==> config.mk <==
export PLATFORM = sky130hd
export DESIGN_NAME = dcol_top
export DESIGN_NICKNAME = d
export VERILOG_FILES = /design/src/hdl/dcol_pkg.sv /design/src/hdl/dcol_offset_loop.sv /design/src/hdl/dcol_rate_monitor.sv /design/src/hdl/dcol_top.sv
export SDC_FILE = /design/constraint.sdc
export NUM_CORES = 1
export LEC_CHECK = 0
export BUFFER_PORTS_ARGS = -buffer_cell sky130_fd_sc_hd__buf_2
export CAP_MARGIN = 10
export CORE_MARGIN = 4
export CORE_UTILIZATION = 25
export DETAILED_ROUTE_END_ITERATION = 7
export MAX_ROUTING_LAYER = met4
export PLACE_DENSITY_LB_ADDON = 0.2
export SYNTH_ARGS = -nofsm -noshare
export SYNTH_HDL_FRONTEND = slang
export SYNTH_HIERARCHICAL = 1
export SYNTH_SLANG_ARGS = --single-unit
==> constraint.sdc <==
create_clock -name pclk -period 16.2 [get_ports pclk]
set_input_delay 1.62 -clock pclk [delete_from_list [all_inputs] [get_ports pclk]]
set_output_delay 1.62 -clock pclk [all_outputs]
set_load 0.01 [all_outputs]
==> src/hdl/dcol_pkg.sv <==
package dcol_pkg;

	// ------------------------------------------------------------
	// Widths and register map
	// ------------------------------------------------------------
	localparam int          SAMPLE_W     = 14;
	localparam int          ADDR_W       = 8;
	localparam int          DATA_W       = 32;
	localparam logic [7:0]  REG_CTRL     = 8'h00;
	localparam logic [7:0]  REG_STATUS   = 8'h04;
	localparam logic [7:0]  REG_EST_A    = 8'h08;
	localparam logic [7:0]  REG_EST_B    = 8'h0C;
	localparam logic [31:0] CTRL_RESET   = 32'h0000_0000;

	// Control fields
	localparam int          CTRL_OC_EN   = 0;
	localparam int          CTRL_TC_LSB  = 4;
	localparam int          CTRL_PWR_LSB = 8;
	localparam int          CTRL_PIN_SEL = 12;

	// Status fields
	localparam int          ST_STATE_A   = 0;
	localparam int          ST_STATE_B   = 2;
	localparam int          ST_LOW_RATE  = 4;
	localparam int          ST_REF_ON    = 5;
	localparam int          ST_MUX       = 6;
	localparam int          ST_CODE_LSB  = 8;

	// ------------------------------------------------------------
	// Offset loop
	// ------------------------------------------------------------
	localparam int          TC_BASE_LOG2 = 18;
	localparam logic [3:0]  TC_MAX_CODE  = 4'hB;
	localparam int          FULL_SCALE_UV    = 2000000;
	localparam int          OFFSET_LIMIT_UV  = 10000;
	localparam int          OFFSET_LIMIT_LSB = OFFSET_LIMIT_UV * (2 ** SAMPLE_W) / FULL_SCALE_UV;

	// ------------------------------------------------------------
	// Power-state codes
	// ------------------------------------------------------------
	localparam logic [3:0]  PWR_NORMAL     = 4'h0;
	localparam logic [3:0]  PWR_LAST_SPARE = 4'h8;
	localparam logic [3:0]  PWR_OBUF_B_OFF = 4'h9;
	localparam logic [3:0]  PWR_OBUF_A_OFF = 4'hA;
	localparam logic [3:0]  PWR_OBUF_OFF   = 4'hB;
	localparam logic [3:0]  PWR_GLOBAL     = 4'hC;
	localparam logic [3:0]  PWR_STBY_B     = 4'hD;
	localparam logic [3:0]  PWR_STBY_A     = 4'hE;
	localparam logic [3:0]  PWR_MUX        = 4'hF;
	localparam logic        PIN_PREFIX     = 1'b1;

	// ------------------------------------------------------------
	// Timing
	// ------------------------------------------------------------
	localparam int          PCLK_PERIOD_NS  = 100;
	localparam int          GLOBAL_WAKE_NS  = 30000;
	localparam int          STBY_WAKE_NS    = 1000;
	localparam int          GLOBAL_WAKE_CYC = (GLOBAL_WAKE_NS + PCLK_PERIOD_NS - 1) / PCLK_PERIOD_NS;
	localparam int          STBY_WAKE_CYC   = (STBY_WAKE_NS + PCLK_PERIOD_NS - 1) / PCLK_PERIOD_NS;
	localparam int          WAKE_W          = $clog2(GLOBAL_WAKE_CYC + 1);
	localparam int          MIN_RATE_SPS    = 1000000;

	typedef enum logic [1:0] {
		CH_OFF  = 2'b00,
		CH_WAKE = 2'b01,
		CH_ON   = 2'b11
	} dcol_chan_type;

endpackage

==> src/hdl/dcol_offset_loop.sv <==
`timescale 1ns/10ps
module dcol_offset_loop #(
	parameter int W = dcol_pkg::SAMPLE_W
) (
	// Clock and reset
	input  wire logic                pclk,
	input  wire logic                presetn,
	input  wire logic                ce,
	// Control
	input  wire logic                enable,
	input  wire logic [3:0]          tc_code,
	// Sample in, estimate out
	input  wire logic signed [W-1:0] sample,
	output logic signed [W-1:0]      est
);
	import dcol_pkg::*;

	localparam int ACC_W = W + TC_BASE_LOG2 + int'(TC_MAX_CODE) + 1;
	localparam logic signed [ACC_W-1:0] LIM = ACC_W'(OFFSET_LIMIT_LSB);

	logic signed [ACC_W-1:0] acc;
	logic signed [ACC_W-1:0] next_acc;
	logic signed [ACC_W-1:0] shifted;
	logic signed [W:0]       diff;
	logic [4:0]              shift;

	// ------------------------------------------------------------
	// Leaky integrator, time constant 2^shift cycles
	// ------------------------------------------------------------
	always_comb begin
		shift = 5'(TC_BASE_LOG2) + {1'b0, (tc_code > TC_MAX_CODE) ? TC_MAX_CODE : tc_code};
		diff = {sample[W-1], sample} - {est[W-1], est};
		next_acc = acc + {{(ACC_W-W-1){diff[W]}}, diff};
		shifted = next_acc >>> shift;
	end

	always_ff @(posedge pclk or negedge presetn) begin
		if (!presetn) begin
			acc <= '0;
			est <= '0;
		end else if (ce && enable) begin
			acc <= next_acc;
			if (shifted > LIM)
				est <= W'(LIM);
			else if (shifted < -LIM)
				est <= W'(-LIM);
			else
				est <= shifted[W-1:0];
		end
	end
endmodule // dcol_offset_loop

==> src/hdl/dcol_rate_monitor.sv <==
`timescale 1ns/10ps
module dcol_rate_monitor #(
	parameter int MIN_CYC = 10
) (
	// Clock and reset
	input  wire logic pclk,
	input  wire logic presetn,
	input  wire logic ce,
	// Reference tick pin
	input  wire logic rate_ref,
	// Low-rate flag
	output logic      low_rate
);
	import dcol_pkg::*;

	localparam int CW = $clog2(MIN_CYC + 1);

	logic          ref_meta;
	logic          ref_sync;
	logic          ref_prev;
	logic [CW-1:0] cnt;

	// ------------------------------------------------------------
	// Count sampling clocks per reference period
	// ------------------------------------------------------------
	always_ff @(posedge pclk or negedge presetn) begin
		if (!presetn) begin
			ref_meta <= 1'b0;
			ref_sync <= 1'b0;
			ref_prev <= 1'b0;
			cnt      <= '0;
			low_rate <= 1'b0;
		end else if (ce) begin
			ref_meta <= rate_ref;
			ref_sync <= ref_meta;
			ref_prev <= ref_sync;
			if (ref_sync && !ref_prev) begin
				low_rate <= (cnt < CW'(MIN_CYC));
				cnt      <= '0;
			end else if (cnt != CW'(MIN_CYC)) begin
				cnt <= cnt + 1'b1;
			end
		end
	end

endmodule // dcol_rate_monitor

==> src/hdl/dcol_top.sv <==
`timescale 1ns/10ps
module dcol_top #(
	parameter int REF_HZ = 100000
) (
	// Clock, reset, enable
	input  wire logic                         pclk,
	input  wire logic                         presetn,
	input  wire logic                         ce,
	// APB slave
	input  wire logic                         psel,
	input  wire logic                         penable,
	input  wire logic                         pwrite,
	input  wire logic [dcol_pkg::ADDR_W-1:0]  paddr,
	input  wire logic [dcol_pkg::DATA_W-1:0]  pwdata,
	output logic      [dcol_pkg::DATA_W-1:0]  prdata,
	output logic                              pready,
	output logic                              pslverr,
	// Mode pins and rate reference
	input  wire logic                         mode_pin_first,
	input  wire logic                         mode_pin_second,
	input  wire logic                         mode_pin_third,
	input  wire logic                         rate_ref,
	// Converter samples
	input  wire logic [dcol_pkg::SAMPLE_W-1:0] raw_a,
	input  wire logic [dcol_pkg::SAMPLE_W-1:0] raw_b,
	// Output buses
	output logic      [dcol_pkg::SAMPLE_W-1:0] chan_a_output_bus,
	output logic                              chan_a_output_oe,
	output logic      [dcol_pkg::SAMPLE_W-1:0] chan_b_output_bus,
	output logic                              chan_b_output_oe,
	output logic                              clk_out_oe,
	output logic                              mux_chan_b,
	// Power and status
	output logic                              chan_a_valid,
	output logic                              chan_b_valid,
	output logic                              conv_a_power,
	output logic                              conv_b_power,
	output logic                              ref_power,
	output logic                              low_power
);
	import dcol_pkg::*;

	localparam int MIN_CYC = MIN_RATE_SPS / REF_HZ;
	localparam int SW      = SAMPLE_W;

	// ------------------------------------------------------------
	// Helpers
	// ------------------------------------------------------------
	function automatic logic [SW-1:0] sat_sub(input logic [SW-1:0] a, input logic [SW-1:0] b);
		logic signed [SW:0] d;
		d = $signed({a[SW-1], a}) - $signed({b[SW-1], b});
		if (d[SW] != d[SW-1])
			sat_sub = d[SW] ? {1'b1, {(SW-1){1'b0}}} : {1'b0, {(SW-1){1'b1}}};
		else
			sat_sub = d[SW-1:0];
	endfunction

	function automatic logic [3:0] norm_code(input logic [3:0] c);
		norm_code = (c <= PWR_LAST_SPARE) ? PWR_NORMAL : c;
	endfunction

	// ------------------------------------------------------------
	// Signals
	// ------------------------------------------------------------
	logic                oc_en;
	logic [3:0]          tc_code;
	logic [3:0]          pwr_field;
	logic                pin_sel;
	logic [2:0]          pin_meta;
	logic [2:0]          pin_sync;
	logic [3:0]          sel_code;
	logic [3:0]          eff_code;
	logic                glob;
	logic                mux_mode;
	logic [1:0]          stby;
	logic [1:0]          obuf_off;
	logic [1:0]          pwr_on;
	logic                low_rate;
	dcol_chan_type       chan_state [2];
	logic [WAKE_W-1:0]   wake_cnt [2];
	logic [1:0]          valid;
	logic [1:0]          conv_on;
	logic [SW-1:0]       raw [2];
	logic [SW-1:0]       est [2];
	logic [SW-1:0]       corr [2];
	logic                wr_access;
	logic                addr_hit;
	logic [DATA_W-1:0]   read_mux;

	assign raw[0] = raw_a;
	assign raw[1] = raw_b;

	// ------------------------------------------------------------
	// APB register file
	// ------------------------------------------------------------
	assign wr_access = psel && penable && pready && pwrite && ce;
	assign addr_hit  = (paddr == REG_CTRL) || (paddr == REG_STATUS) ||
		(paddr == REG_EST_A) || (paddr == REG_EST_B);

	always_ff @(posedge pclk or negedge presetn) begin
		if (!presetn) begin
			oc_en     <= CTRL_RESET[CTRL_OC_EN];
			tc_code   <= CTRL_RESET[CTRL_TC_LSB +: 4];
			pwr_field <= CTRL_RESET[CTRL_PWR_LSB +: 4];
			pin_sel   <= CTRL_RESET[CTRL_PIN_SEL];
		end else if (wr_access && paddr == REG_CTRL) begin
			oc_en     <= pwdata[CTRL_OC_EN];
			tc_code   <= pwdata[CTRL_TC_LSB +: 4];
			pwr_field <= pwdata[CTRL_PWR_LSB +: 4];
			pin_sel   <= pwdata[CTRL_PIN_SEL];
		end
	end

	always_comb begin
		read_mux = '0;
		unique case (paddr)
			REG_CTRL: begin
				read_mux[CTRL_OC_EN]         = oc_en;
				read_mux[CTRL_TC_LSB +: 4]   = tc_code;
				read_mux[CTRL_PWR_LSB +: 4]  = pwr_field;
				read_mux[CTRL_PIN_SEL]       = pin_sel;
			end
			REG_STATUS: begin
				read_mux[ST_STATE_A +: 2]    = chan_state[0];
				read_mux[ST_STATE_B +: 2]    = chan_state[1];
				read_mux[ST_LOW_RATE]        = low_rate;
				read_mux[ST_REF_ON]          = ref_power;
				read_mux[ST_MUX]             = mux_mode;
				read_mux[ST_CODE_LSB +: 4]   = eff_code;
			end
			REG_EST_A: read_mux = {{(DATA_W-SW){est[0][SW-1]}}, est[0]};
			REG_EST_B: read_mux = {{(DATA_W-SW){est[1][SW-1]}}, est[1]};
			default:   read_mux = '0;
		endcase
	end

	always_ff @(posedge pclk or negedge presetn) begin
		if (!presetn) begin
			prdata  <= '0;
			pslverr <= 1'b0;
			pready  <= 1'b0;
		end else begin
			pready <= ce;
			if (ce && psel) begin
				prdata  <= read_mux;
				pslverr <= !addr_hit;
			end
		end
	end

	// ------------------------------------------------------------
	// Mode pins and power-state decode
	// ------------------------------------------------------------
	always_ff @(posedge pclk or negedge presetn) begin
		if (!presetn) begin
			pin_meta <= '0;
			pin_sync <= '0;
		end else if (ce) begin
			pin_meta <= {mode_pin_first, mode_pin_second, mode_pin_third};
			pin_sync <= pin_meta;
		end
	end

	always_comb begin
		if (pin_sel)
			sel_code = (pin_sync == 3'h0) ? PWR_NORMAL : {PIN_PREFIX, pin_sync};
		else
			sel_code = pwr_field;
		eff_code    = norm_code(sel_code);
		glob        = (eff_code == PWR_GLOBAL);
		mux_mode    = (eff_code == PWR_MUX);
		stby[0]     = (eff_code == PWR_STBY_A);
		stby[1]     = (eff_code == PWR_STBY_B);
		obuf_off[0] = (eff_code == PWR_OBUF_A_OFF) || (eff_code == PWR_OBUF_OFF);
		obuf_off[1] = (eff_code == PWR_OBUF_B_OFF) || (eff_code == PWR_OBUF_OFF);
		pwr_on[0]   = !glob && !stby[0] && !low_rate;
		pwr_on[1]   = !glob && !stby[1] && !low_rate;
	end

	dcol_rate_monitor #(
		.MIN_CYC (MIN_CYC)
	) u_rate (
		.pclk     (pclk),
		.presetn  (presetn),
		.ce       (ce),
		.rate_ref (rate_ref),
		.low_rate (low_rate)
	);

	// ------------------------------------------------------------
	// Power sequencing per channel
	// ------------------------------------------------------------
	always_ff @(posedge pclk or negedge presetn) begin
		if (!presetn) begin
			ref_power <= 1'b0;
			low_power <= 1'b0;
		end else if (ce) begin
			ref_power <= !glob;
			low_power <= low_rate;
		end
	end

	always_ff @(posedge pclk or negedge presetn) begin
		if (!presetn) begin
			for (int i = 0; i < 2; i++) begin
				chan_state[i] <= CH_OFF;
				wake_cnt[i]   <= '0;
				conv_on[i]    <= 1'b0;
			end
		end else if (ce) begin
			for (int i = 0; i < 2; i++) begin
				conv_on[i] <= pwr_on[i];
				unique case (chan_state[i])
					CH_OFF: begin
						if (pwr_on[i]) begin
							chan_state[i] <= CH_WAKE;
							wake_cnt[i]   <= ref_power ? WAKE_W'(STBY_WAKE_CYC)
								: WAKE_W'(GLOBAL_WAKE_CYC);
						end
					end
					CH_WAKE: begin
						if (!pwr_on[i])
							chan_state[i] <= CH_OFF;
						else if (wake_cnt[i] == WAKE_W'(1))
							chan_state[i] <= CH_ON;
						else
							wake_cnt[i] <= wake_cnt[i] - 1'b1;
					end
					CH_ON: begin
						if (!pwr_on[i])
							chan_state[i] <= CH_OFF;
					end
					default: chan_state[i] <= CH_OFF;
				endcase
			end
		end
	end

	assign valid[0]     = chan_state[0][1];
	assign valid[1]     = chan_state[1][1];
	assign chan_a_valid = valid[0];
	assign chan_b_valid = valid[1];
	assign conv_a_power = conv_on[0];
	assign conv_b_power = conv_on[1];

	// ------------------------------------------------------------
	// Offset loops and correction
	// ------------------------------------------------------------
	for (genvar g = 0; g < 2; g++) begin : g_loop
		dcol_offset_loop #(
			.W (SW)
		) u_loop (
			.pclk    (pclk),
			.presetn (presetn),
			.ce      (ce),
			.enable  (oc_en && valid[g]),
			.tc_code (tc_code),
			.sample  (raw[g]),
			.est     (est[g])
		);
		assign corr[g] = valid[g] ? sat_sub(raw[g], est[g]) : '0;
	end

	// ------------------------------------------------------------
	// Output buses
	// ------------------------------------------------------------
	always_ff @(posedge pclk or negedge presetn) begin
		if (!presetn) begin
			chan_a_output_bus <= '0;
			chan_b_output_bus <= '0;
			chan_a_output_oe  <= 1'b0;
			chan_b_output_oe  <= 1'b0;
			clk_out_oe        <= 1'b0;
			mux_chan_b        <= 1'b0;
		end else if (ce) begin
			if (glob) begin
				chan_a_output_bus <= '0;
				chan_b_output_bus <= '0;
				chan_a_output_oe  <= 1'b0;
				chan_b_output_oe  <= 1'b0;
				clk_out_oe        <= 1'b0;
				mux_chan_b        <= 1'b0;
			end else if (mux_mode) begin
				chan_a_output_bus <= mux_chan_b ? corr[0] : corr[1];
				chan_b_output_bus <= '0;
				chan_a_output_oe  <= 1'b1;
				chan_b_output_oe  <= 1'b0;
				clk_out_oe        <= 1'b1;
				mux_chan_b        <= !mux_chan_b;
			end else begin
				chan_a_output_bus <= corr[0];
				chan_b_output_bus <= corr[1];
				chan_a_output_oe  <= !obuf_off[0];
				chan_b_output_oe  <= !obuf_off[1];
				clk_out_oe        <= 1'b1;
				mux_chan_b        <= 1'b0;
			end
		end
	end

	logic ctrl_en_wr;
	assign ctrl_en_wr = wr_access && (paddr == REG_CTRL) && pwdata[CTRL_OC_EN];
endmodule // dcol_top

# Word level (Yosys, flattened, before mapping)
# Cells that the tools add are included.
dict set report totals {
  register_bits 232
  input_bits 78
  output_inout_bits 72
  wordCells 175
}
dict set report op_classes {
  addsub 10
  order_cmp 7
  eq_ne 29
  shift 2
  muxes 54
  n_reduce_logical 42
}
# op n
set op_table {}
lappend op_table {{$mux W14} 15}
lappend op_table {{$add A44 B44 Y44} 2}
lappend op_table {{$gt A44 B8 Y1 const B} 2}
lappend op_table {{$lt A44 B8 Y1 const B} 2}
lappend op_table {{$sshr A44 B5 Y44} 2}
lappend op_table {{$mux W9} 7}
lappend op_table {{$sub A14 B14 Y15} 4}
lappend op_table {{$pmux W19 S2} 1}
lappend op_table {{$pmux W9 S2} 2}
lappend op_table {{$eq A4 B4 Y1 const B} 7}
lappend op_table {{$mux W4} 6}
lappend op_table {{$eq A9 B1 Y1 const B} 2}
lappend op_table {{$sub A9 B1 Y9 const B} 2}
lappend op_table {{$eq A8 B4 Y1 const B} 2}
lappend op_table {{$mux W2} 8}
lappend op_table {{$ne A2 B2 Y1 const B} 8}
lappend op_table {{$pmux W4 S4} 1}
lappend op_table {{$logic_and A1 B1 Y1} 15}
lappend op_table {{$pmux W2 S3} 2}
lappend op_table {{$pmux W3 S4} 1}
lappend op_table {{$reduce_and A5 Y1} 2}
lappend op_table {{$logic_not A1 Y1} 9}
lappend op_table {{$pmux W3 S3} 1}
lappend op_table {{$eq A8 B3 Y1 const B} 1}
lappend op_table {{other kinds (20)} 40}

# Logic depth before layout (Yosys ltp)
dict set report depth {
  depth_word 11
  ltp_mapped 31
  mapped_depth_nobuf 31
}

# By module
# Netlist, hierarchy kept.
# module n_inst cells_each area_per_inst_um2 seq_area_each_um2
set modules_own_cells {}
lappend modules_own_cells {{dcol_offset_loop (g_loop[0].u_loop)} 1 1144 8705.8 1451.4}
lappend modules_own_cells {{dcol_offset_loop (g_loop[1].u_loop)} 1 1151 8559.5 1451.4}
lappend modules_own_cells {dcol_top 1 622 5873.1 2227.1}
lappend modules_own_cells {dcol_rate_monitor 1 35 402.9 200.2}

# Worst setup path before layout
# No wires, ideal clock.
dict set report synth_timing {
  path_type {input port to flip-flop}
  from {in raw_b[1] (netlist bit)}
  to {reg g_loop[1].u_loop.est[4]}
  setup_ns 0.126
  t_arrival_ns 7.335
  required_ns 16.074
  setup_slack_ns 8.739
  stages 30
  path_cell_list {ha_1 -> nor2b_1 -> o21ai_0 -> a21boi_0 -> o21ai_0 -> a21oi_1 -> o21ai_0 -> a21boi_0 -> o21ai_0 -> a21boi_0 -> o21a_1 -> o21ai_0 -> nand2b_1 -> a21oi_1 -> xnor2_1 -> ha_1 -> a21oi_1 -> o21ai_0 -> a21bo_2 -> or4_1 -> mux2i_1 -> nor2_1 -> mux2_2 -> mux4_2 -> o211ai_2 -> a211oi_1 -> a221oi_2 -> nor2_1 -> a22o_2 -> a221o_1}
}
dict set report synth_via {
  elab_chain_len 6
  word_cells_on_any_way 7
  cone_classes {2 x add/sub; 2 x order compare; 1 x shift; 2 x mux}
}
# element line_no
set synth_rtl {}
lappend synth_rtl {{start: declaration} dcol_top.sv:25} ;# input wire logic [dcol_pkg::SAMPLE_W-1:0] raw_b,
lappend synth_rtl {{$sub A14 B14 Y15 (*)} dcol_offset_loop.sv:32} ;# diff = {sample[W-1], sample} - {est[W-1], est};
lappend synth_rtl {{$add A44 B44 Y44 (*)} dcol_offset_loop.sv:33} ;# next_acc = acc + {{(ACC_W-W-1){diff[W]}}, diff};
lappend synth_rtl {{$sshr A44 B5 Y44 (*)} dcol_offset_loop.sv:34} ;# shifted = next_acc >>> shift;
lappend synth_rtl {{$lt A44 B8 Y1} dcol_offset_loop.sv:45} ;# else if (shifted < -LIM)
lappend synth_rtl {{$mux W14} dcol_offset_loop.sv:45}
lappend synth_rtl {{$mux W14 (*)} dcol_offset_loop.sv:43} ;# if (shifted > LIM)
lappend synth_rtl {{end signal: assignment} dcol_offset_loop.sv:44} ;# est <= W'(LIM);
lappend synth_rtl {{end signal: assignment} dcol_offset_loop.sv:46} ;# est <= W'(-LIM);
lappend synth_rtl {{end signal: assignment} dcol_offset_loop.sv:48} ;# est <= shifted[W-1:0];
lappend synth_rtl {{end: declaration} dcol_offset_loop.sv:14} ;# output logic signed [W-1:0] est
# Every way passes the cells marked *; elsewhere a longest branch is shown, timed or not.
# A chain may end at the register's enable or synchronous reset.

# Worst setup path after layout
dict set report layout_timing {
  from {in raw_b[1] (netlist bit)}
  to {reg g_loop[1].u_loop.est[5]}
}
# Same word-level chain as after synthesis.

==> summary.md <==
| Metric | Value |
|---|---|
| Outcome | `completed` |
| Core area | `0.0933 mm2` |
| Critical path type | `input port to flip-flop` |
| Leakage | `11.2 nW` |
| CTS resizes | `0` |
| Final Hold Viols | `0` |
| Commonest non-fill, non-tap cell in the layout | `nand2_1` |
| Clock power share | `between 40% and 50%` |
| Slew at the pin closest to its max-slew limit | `1160 ps` |
| Ys async rst share | `100%` |
| Worst Skew | `34.9 ps` |
| Clock Root Buffer | `clkbuf_16` |
| Number of global-route vias before repair | `22100` |
| EDFF count, synth | `0` |
| Total negative slack | `0 ps` |
| RSZ-0062 raised after global routing | `no` |
| Routed wire length per instance | `20.8 um` |
| Cell count after synthesis | `2952` |
| Final Util | `27.9%` |
| Post-Layout Cell Count | `4254` |
| Yosys Warn Count | `6` |
| Mean area per synthesized cell | `between 7 and 8 um2` |
| CP required | `16630 ps` |
| CP Capture Type | `flip-flop` |
| Final Setup Violations | `0` |
| Power share of the sequential group | `37.2%` |
| Final Max Tran Viols | `0` |
| Die Span Y | `315 um` |
| Commonest cells after routing, fill and taps aside | `425 x nand2_1, 245 x nor2_1, 213 x dfrtp_1, 209 x a21oi_1, 186 x o21ai_0` |
| Final wirelength | `88400 um` |
| Max cap viols | `0` |
| Cell Area, Synth | `~0.024 mm2` |
| Max stage delay on crit path | `680 ps` |
| Layout cell share with drive strength beyond 1 | `approximately 14%` |
| First-pass DRT Iterations | `6` |
| Max clock buf depth | `3` |
| Switch share | `32.8%` |
| Post-synth cell types | `about 140` |
| First-pass GRT wire length | `about 140000 um` |
| Sink Count | `213` |
| Comb pwr share | `21.8%` |
| Worst IR drop on VDD | `0.0796 mV` |
| Ys flop type | `dfrtp_1` |
| Final HPWL DP | `68800 um` |
| Fin nets | `~3200` |
| Peak Freq | `0.117 GHz` |
| Arrival time at the worst endpoint | `9000 ps` |
| Placer's final routability congestion estimate | `0.912` |
| Hold_buf cts | `0` |
| Rows | `112` |
| Tot GR Track Use | `17.7%` |
| Final Hold Slack | `480 ps` |
| Number of cells after detailed placement | `4204` |
| Clock latency on the worst-skew pair | `around 600 ps` |
| Slowest stage cell, crit path | `a222oi_1` |
| Startpoint types | `input port` |
| Pin count of the biggest net entering global routing | `between 100 and 150` |
| DRC Markers | `0` |
| Initial antenna violation count | `3` |
| Grt total ovfl | `0` |
| Clock buffer count from CTS | `28` |
| 1st-iter DRT viols | `1945` |
| Die width | `315 um` |
| Initial core utilization | `approximately 25%` |
| Worst Path Max Fanout | `7` |
| Period minus WS final | `8570 ps` |
| Post-route ant nets | `0` |
| Max-slew headroom | `between 20% and 30%` |
| Vias/cell | `5.43` |
| Register area share after synthesis | `22.6%` |
| Psw | `0.537 mW` |
| CTS tree | `built` |
| #FFs+latches synth | `213` |
| Port-buffer cells | `127` |
| Routed vias | `23100` |
| Die ar. | `0.0991 mm2` |
| Worst Hold Class | `flip-flop to flip-flop` |
| Period utilisation layout | `approximately 53%` |
| Syn_nets | `3190` |
| Internal | `1.10 mW` |
| Top Ports | `150` |
| Pwr Density | `62.7 mW/mm2` |
| # Post-CTS Setup Buffers | `0` |
| Crit-path most repeated cell | `o21ai_0` |
| Clk slew on worst S/H paths | `60 ps` |
| Area Growth Syn to Fin | `10.7%` |
| # H-tree levels | `1` |
[critical path, delay by kind of cell]
family / cells / cell delay, ps
AND/OR/NAND/NOR: 6 / 820
buffers and inverters: 1 / 150
XOR/XNOR: 2 / 760
AO/OA/AOI/OAI: 19 / 4740
multiplexers: 1 / 210
adder cells (fa/ha/maj): 2 / 700
[metrics by stage]
stage               worst slack [ps]  cell area [um2]  total power, mW
floorplan                       8740            23500            0.858
global placement                6930            25100            0.974
detailed placement              7100            25100            0.974
CTS                             7710            26100             1.67
global route                    6890            26100             1.73
finish                          7630            26100             1.63
[sequential cells by signal, indices dropped and copies added, names as in the netlist, 2 cells and up]
signal	count
chan_a_output_bus	14
chan_b_output_bus	14
chan_state	2
conv_on	2
g_loop.u_loop/acc	88
g_loop.u_loop/est	28
pin_meta	3
pin_sync	3
prdata	14
pwr_field	4
tc_code	4
u_rate/cnt	4
wake_cnt	18
[power groups by stage]
stage	sequential (mW)	clock [mW]	combinational (mW)
floorplan	0.607	0	0.251
global placement	0.618	0	0.357
detailed placement	0.616	0	0.357
CTS	0.608	0.702	0.358
global route	0.613	0.716	0.398
finish	0.608	0.670	0.356
[cell type report]
cell class / count / area [um2]
Clock inverter: 14 / 194
Inverter: 114 / 428
Timing Repair Buffer: 157 / 883
Sequential cell: 213 / 5330
Antenna cell: 1 / 2.50
Multi-Input combinational cell: 2466 / 16900
Clock buffer: 35 / 767
Tap cell: 1254 / 1570
Fill cell: 10200 / 67300
[worst paths after layout]
kind                       cells past startpoint                           startpoint  slack [ps]                                    to
setup / recovery                              31                             raw_b[1]        7630   g_loop[1].u_loop/est[5]$_DFFE_PN0P_
hold / removal                                 2               prdata[12]$_DFFE_PN0P_         480                prdata[12]$_DFFE_PN0P_
setup reg to reg                              31  g_loop[1].u_loop/est[1]$_DFFE_PN0P_        8150   g_loop[1].u_loop/est[5]$_DFFE_PN0P_
hold reg to reg                                2               prdata[12]$_DFFE_PN0P_         480                prdata[12]$_DFFE_PN0P_
max in group asynchronous                      2                              presetn       13900  g_loop[1].u_loop/acc[29]$_DFFE_PN0P_
min in group asynchronous                      1                              presetn        1060  g_loop[0].u_loop/acc[13]$_DFFE_PN0P_
[synthesized netlist by cell type, drive strengths merged (18+ instances only)]
cell | number | share of area [%]
a2111oi | 22 | 1.3
a211o | 18 | 0.67
a211oi | 58 | 2.2
a21boi | 27 | 0.88
a21o | 47 | 1.5
a21oi | 224 | 5.0
a221oi | 29 | 1.5
a22oi | 23 | 0.75
a31oi | 29 | 1.0
and2 | 22 | 0.60
and3 | 26 | 0.70
and4 | 20 | 0.78
buf | 66 | 2.0
clkbuf | 91 | 2.0
dfrtp | 213 | 23
ha | 154 | 8.2
inv | 112 | 1.8
mux2 | 31 | 1.5
mux2i | 29 | 1.2
nand2 | 427 | 6.8
nand2b | 29 | 0.77
nand3 | 73 | 1.6
nand4 | 61 | 1.6
nor2 | 249 | 4.0
nor2b | 27 | 0.78
nor3 | 85 | 2.0
nor4 | 40 | 1.4
o211ai | 39 | 1.3
o21a | 37 | 1.2
o21ai | 213 | 4.7
o221ai | 24 | 1.2
o22ai | 22 | 0.58
o2bb2ai | 19 | 0.71
o31ai | 22 | 0.86
or3 | 23 | 0.67
xnor2 | 52 | 1.9
xor2 | 36 | 1.5
[metal layers]
metal / wire, um / vias up / GRT usage (%)
met5: 0 / - / -
li1: - / 11200 / -
met1: 41200 / 11100 / 24.2
met2: 40100 / 698 / 28.1
met4: 2130 / 0 / 4.09
met3: 5010 / 101 / 2.14
[cell families (layout without fill, tap and decap cells)]
group | after synthesis | in the layout | synth area share [%]
other | 0 | 1 | 0
muxes | 71 | 71 | 3.78
AOI/OAI and AO/OA | 1013 | 1013 | 31.9
and+or+nand+nor | 1134 | 1134 | 23.7
buffers and inverters | 273 | 320 | 5.94
xor gates and xnor gates | 88 | 88 | 3.39
adders and majority gates | 160 | 160 | 8.70
DFF | 213 | 213 | 22.6
Power figures use the tool's default switching activity.
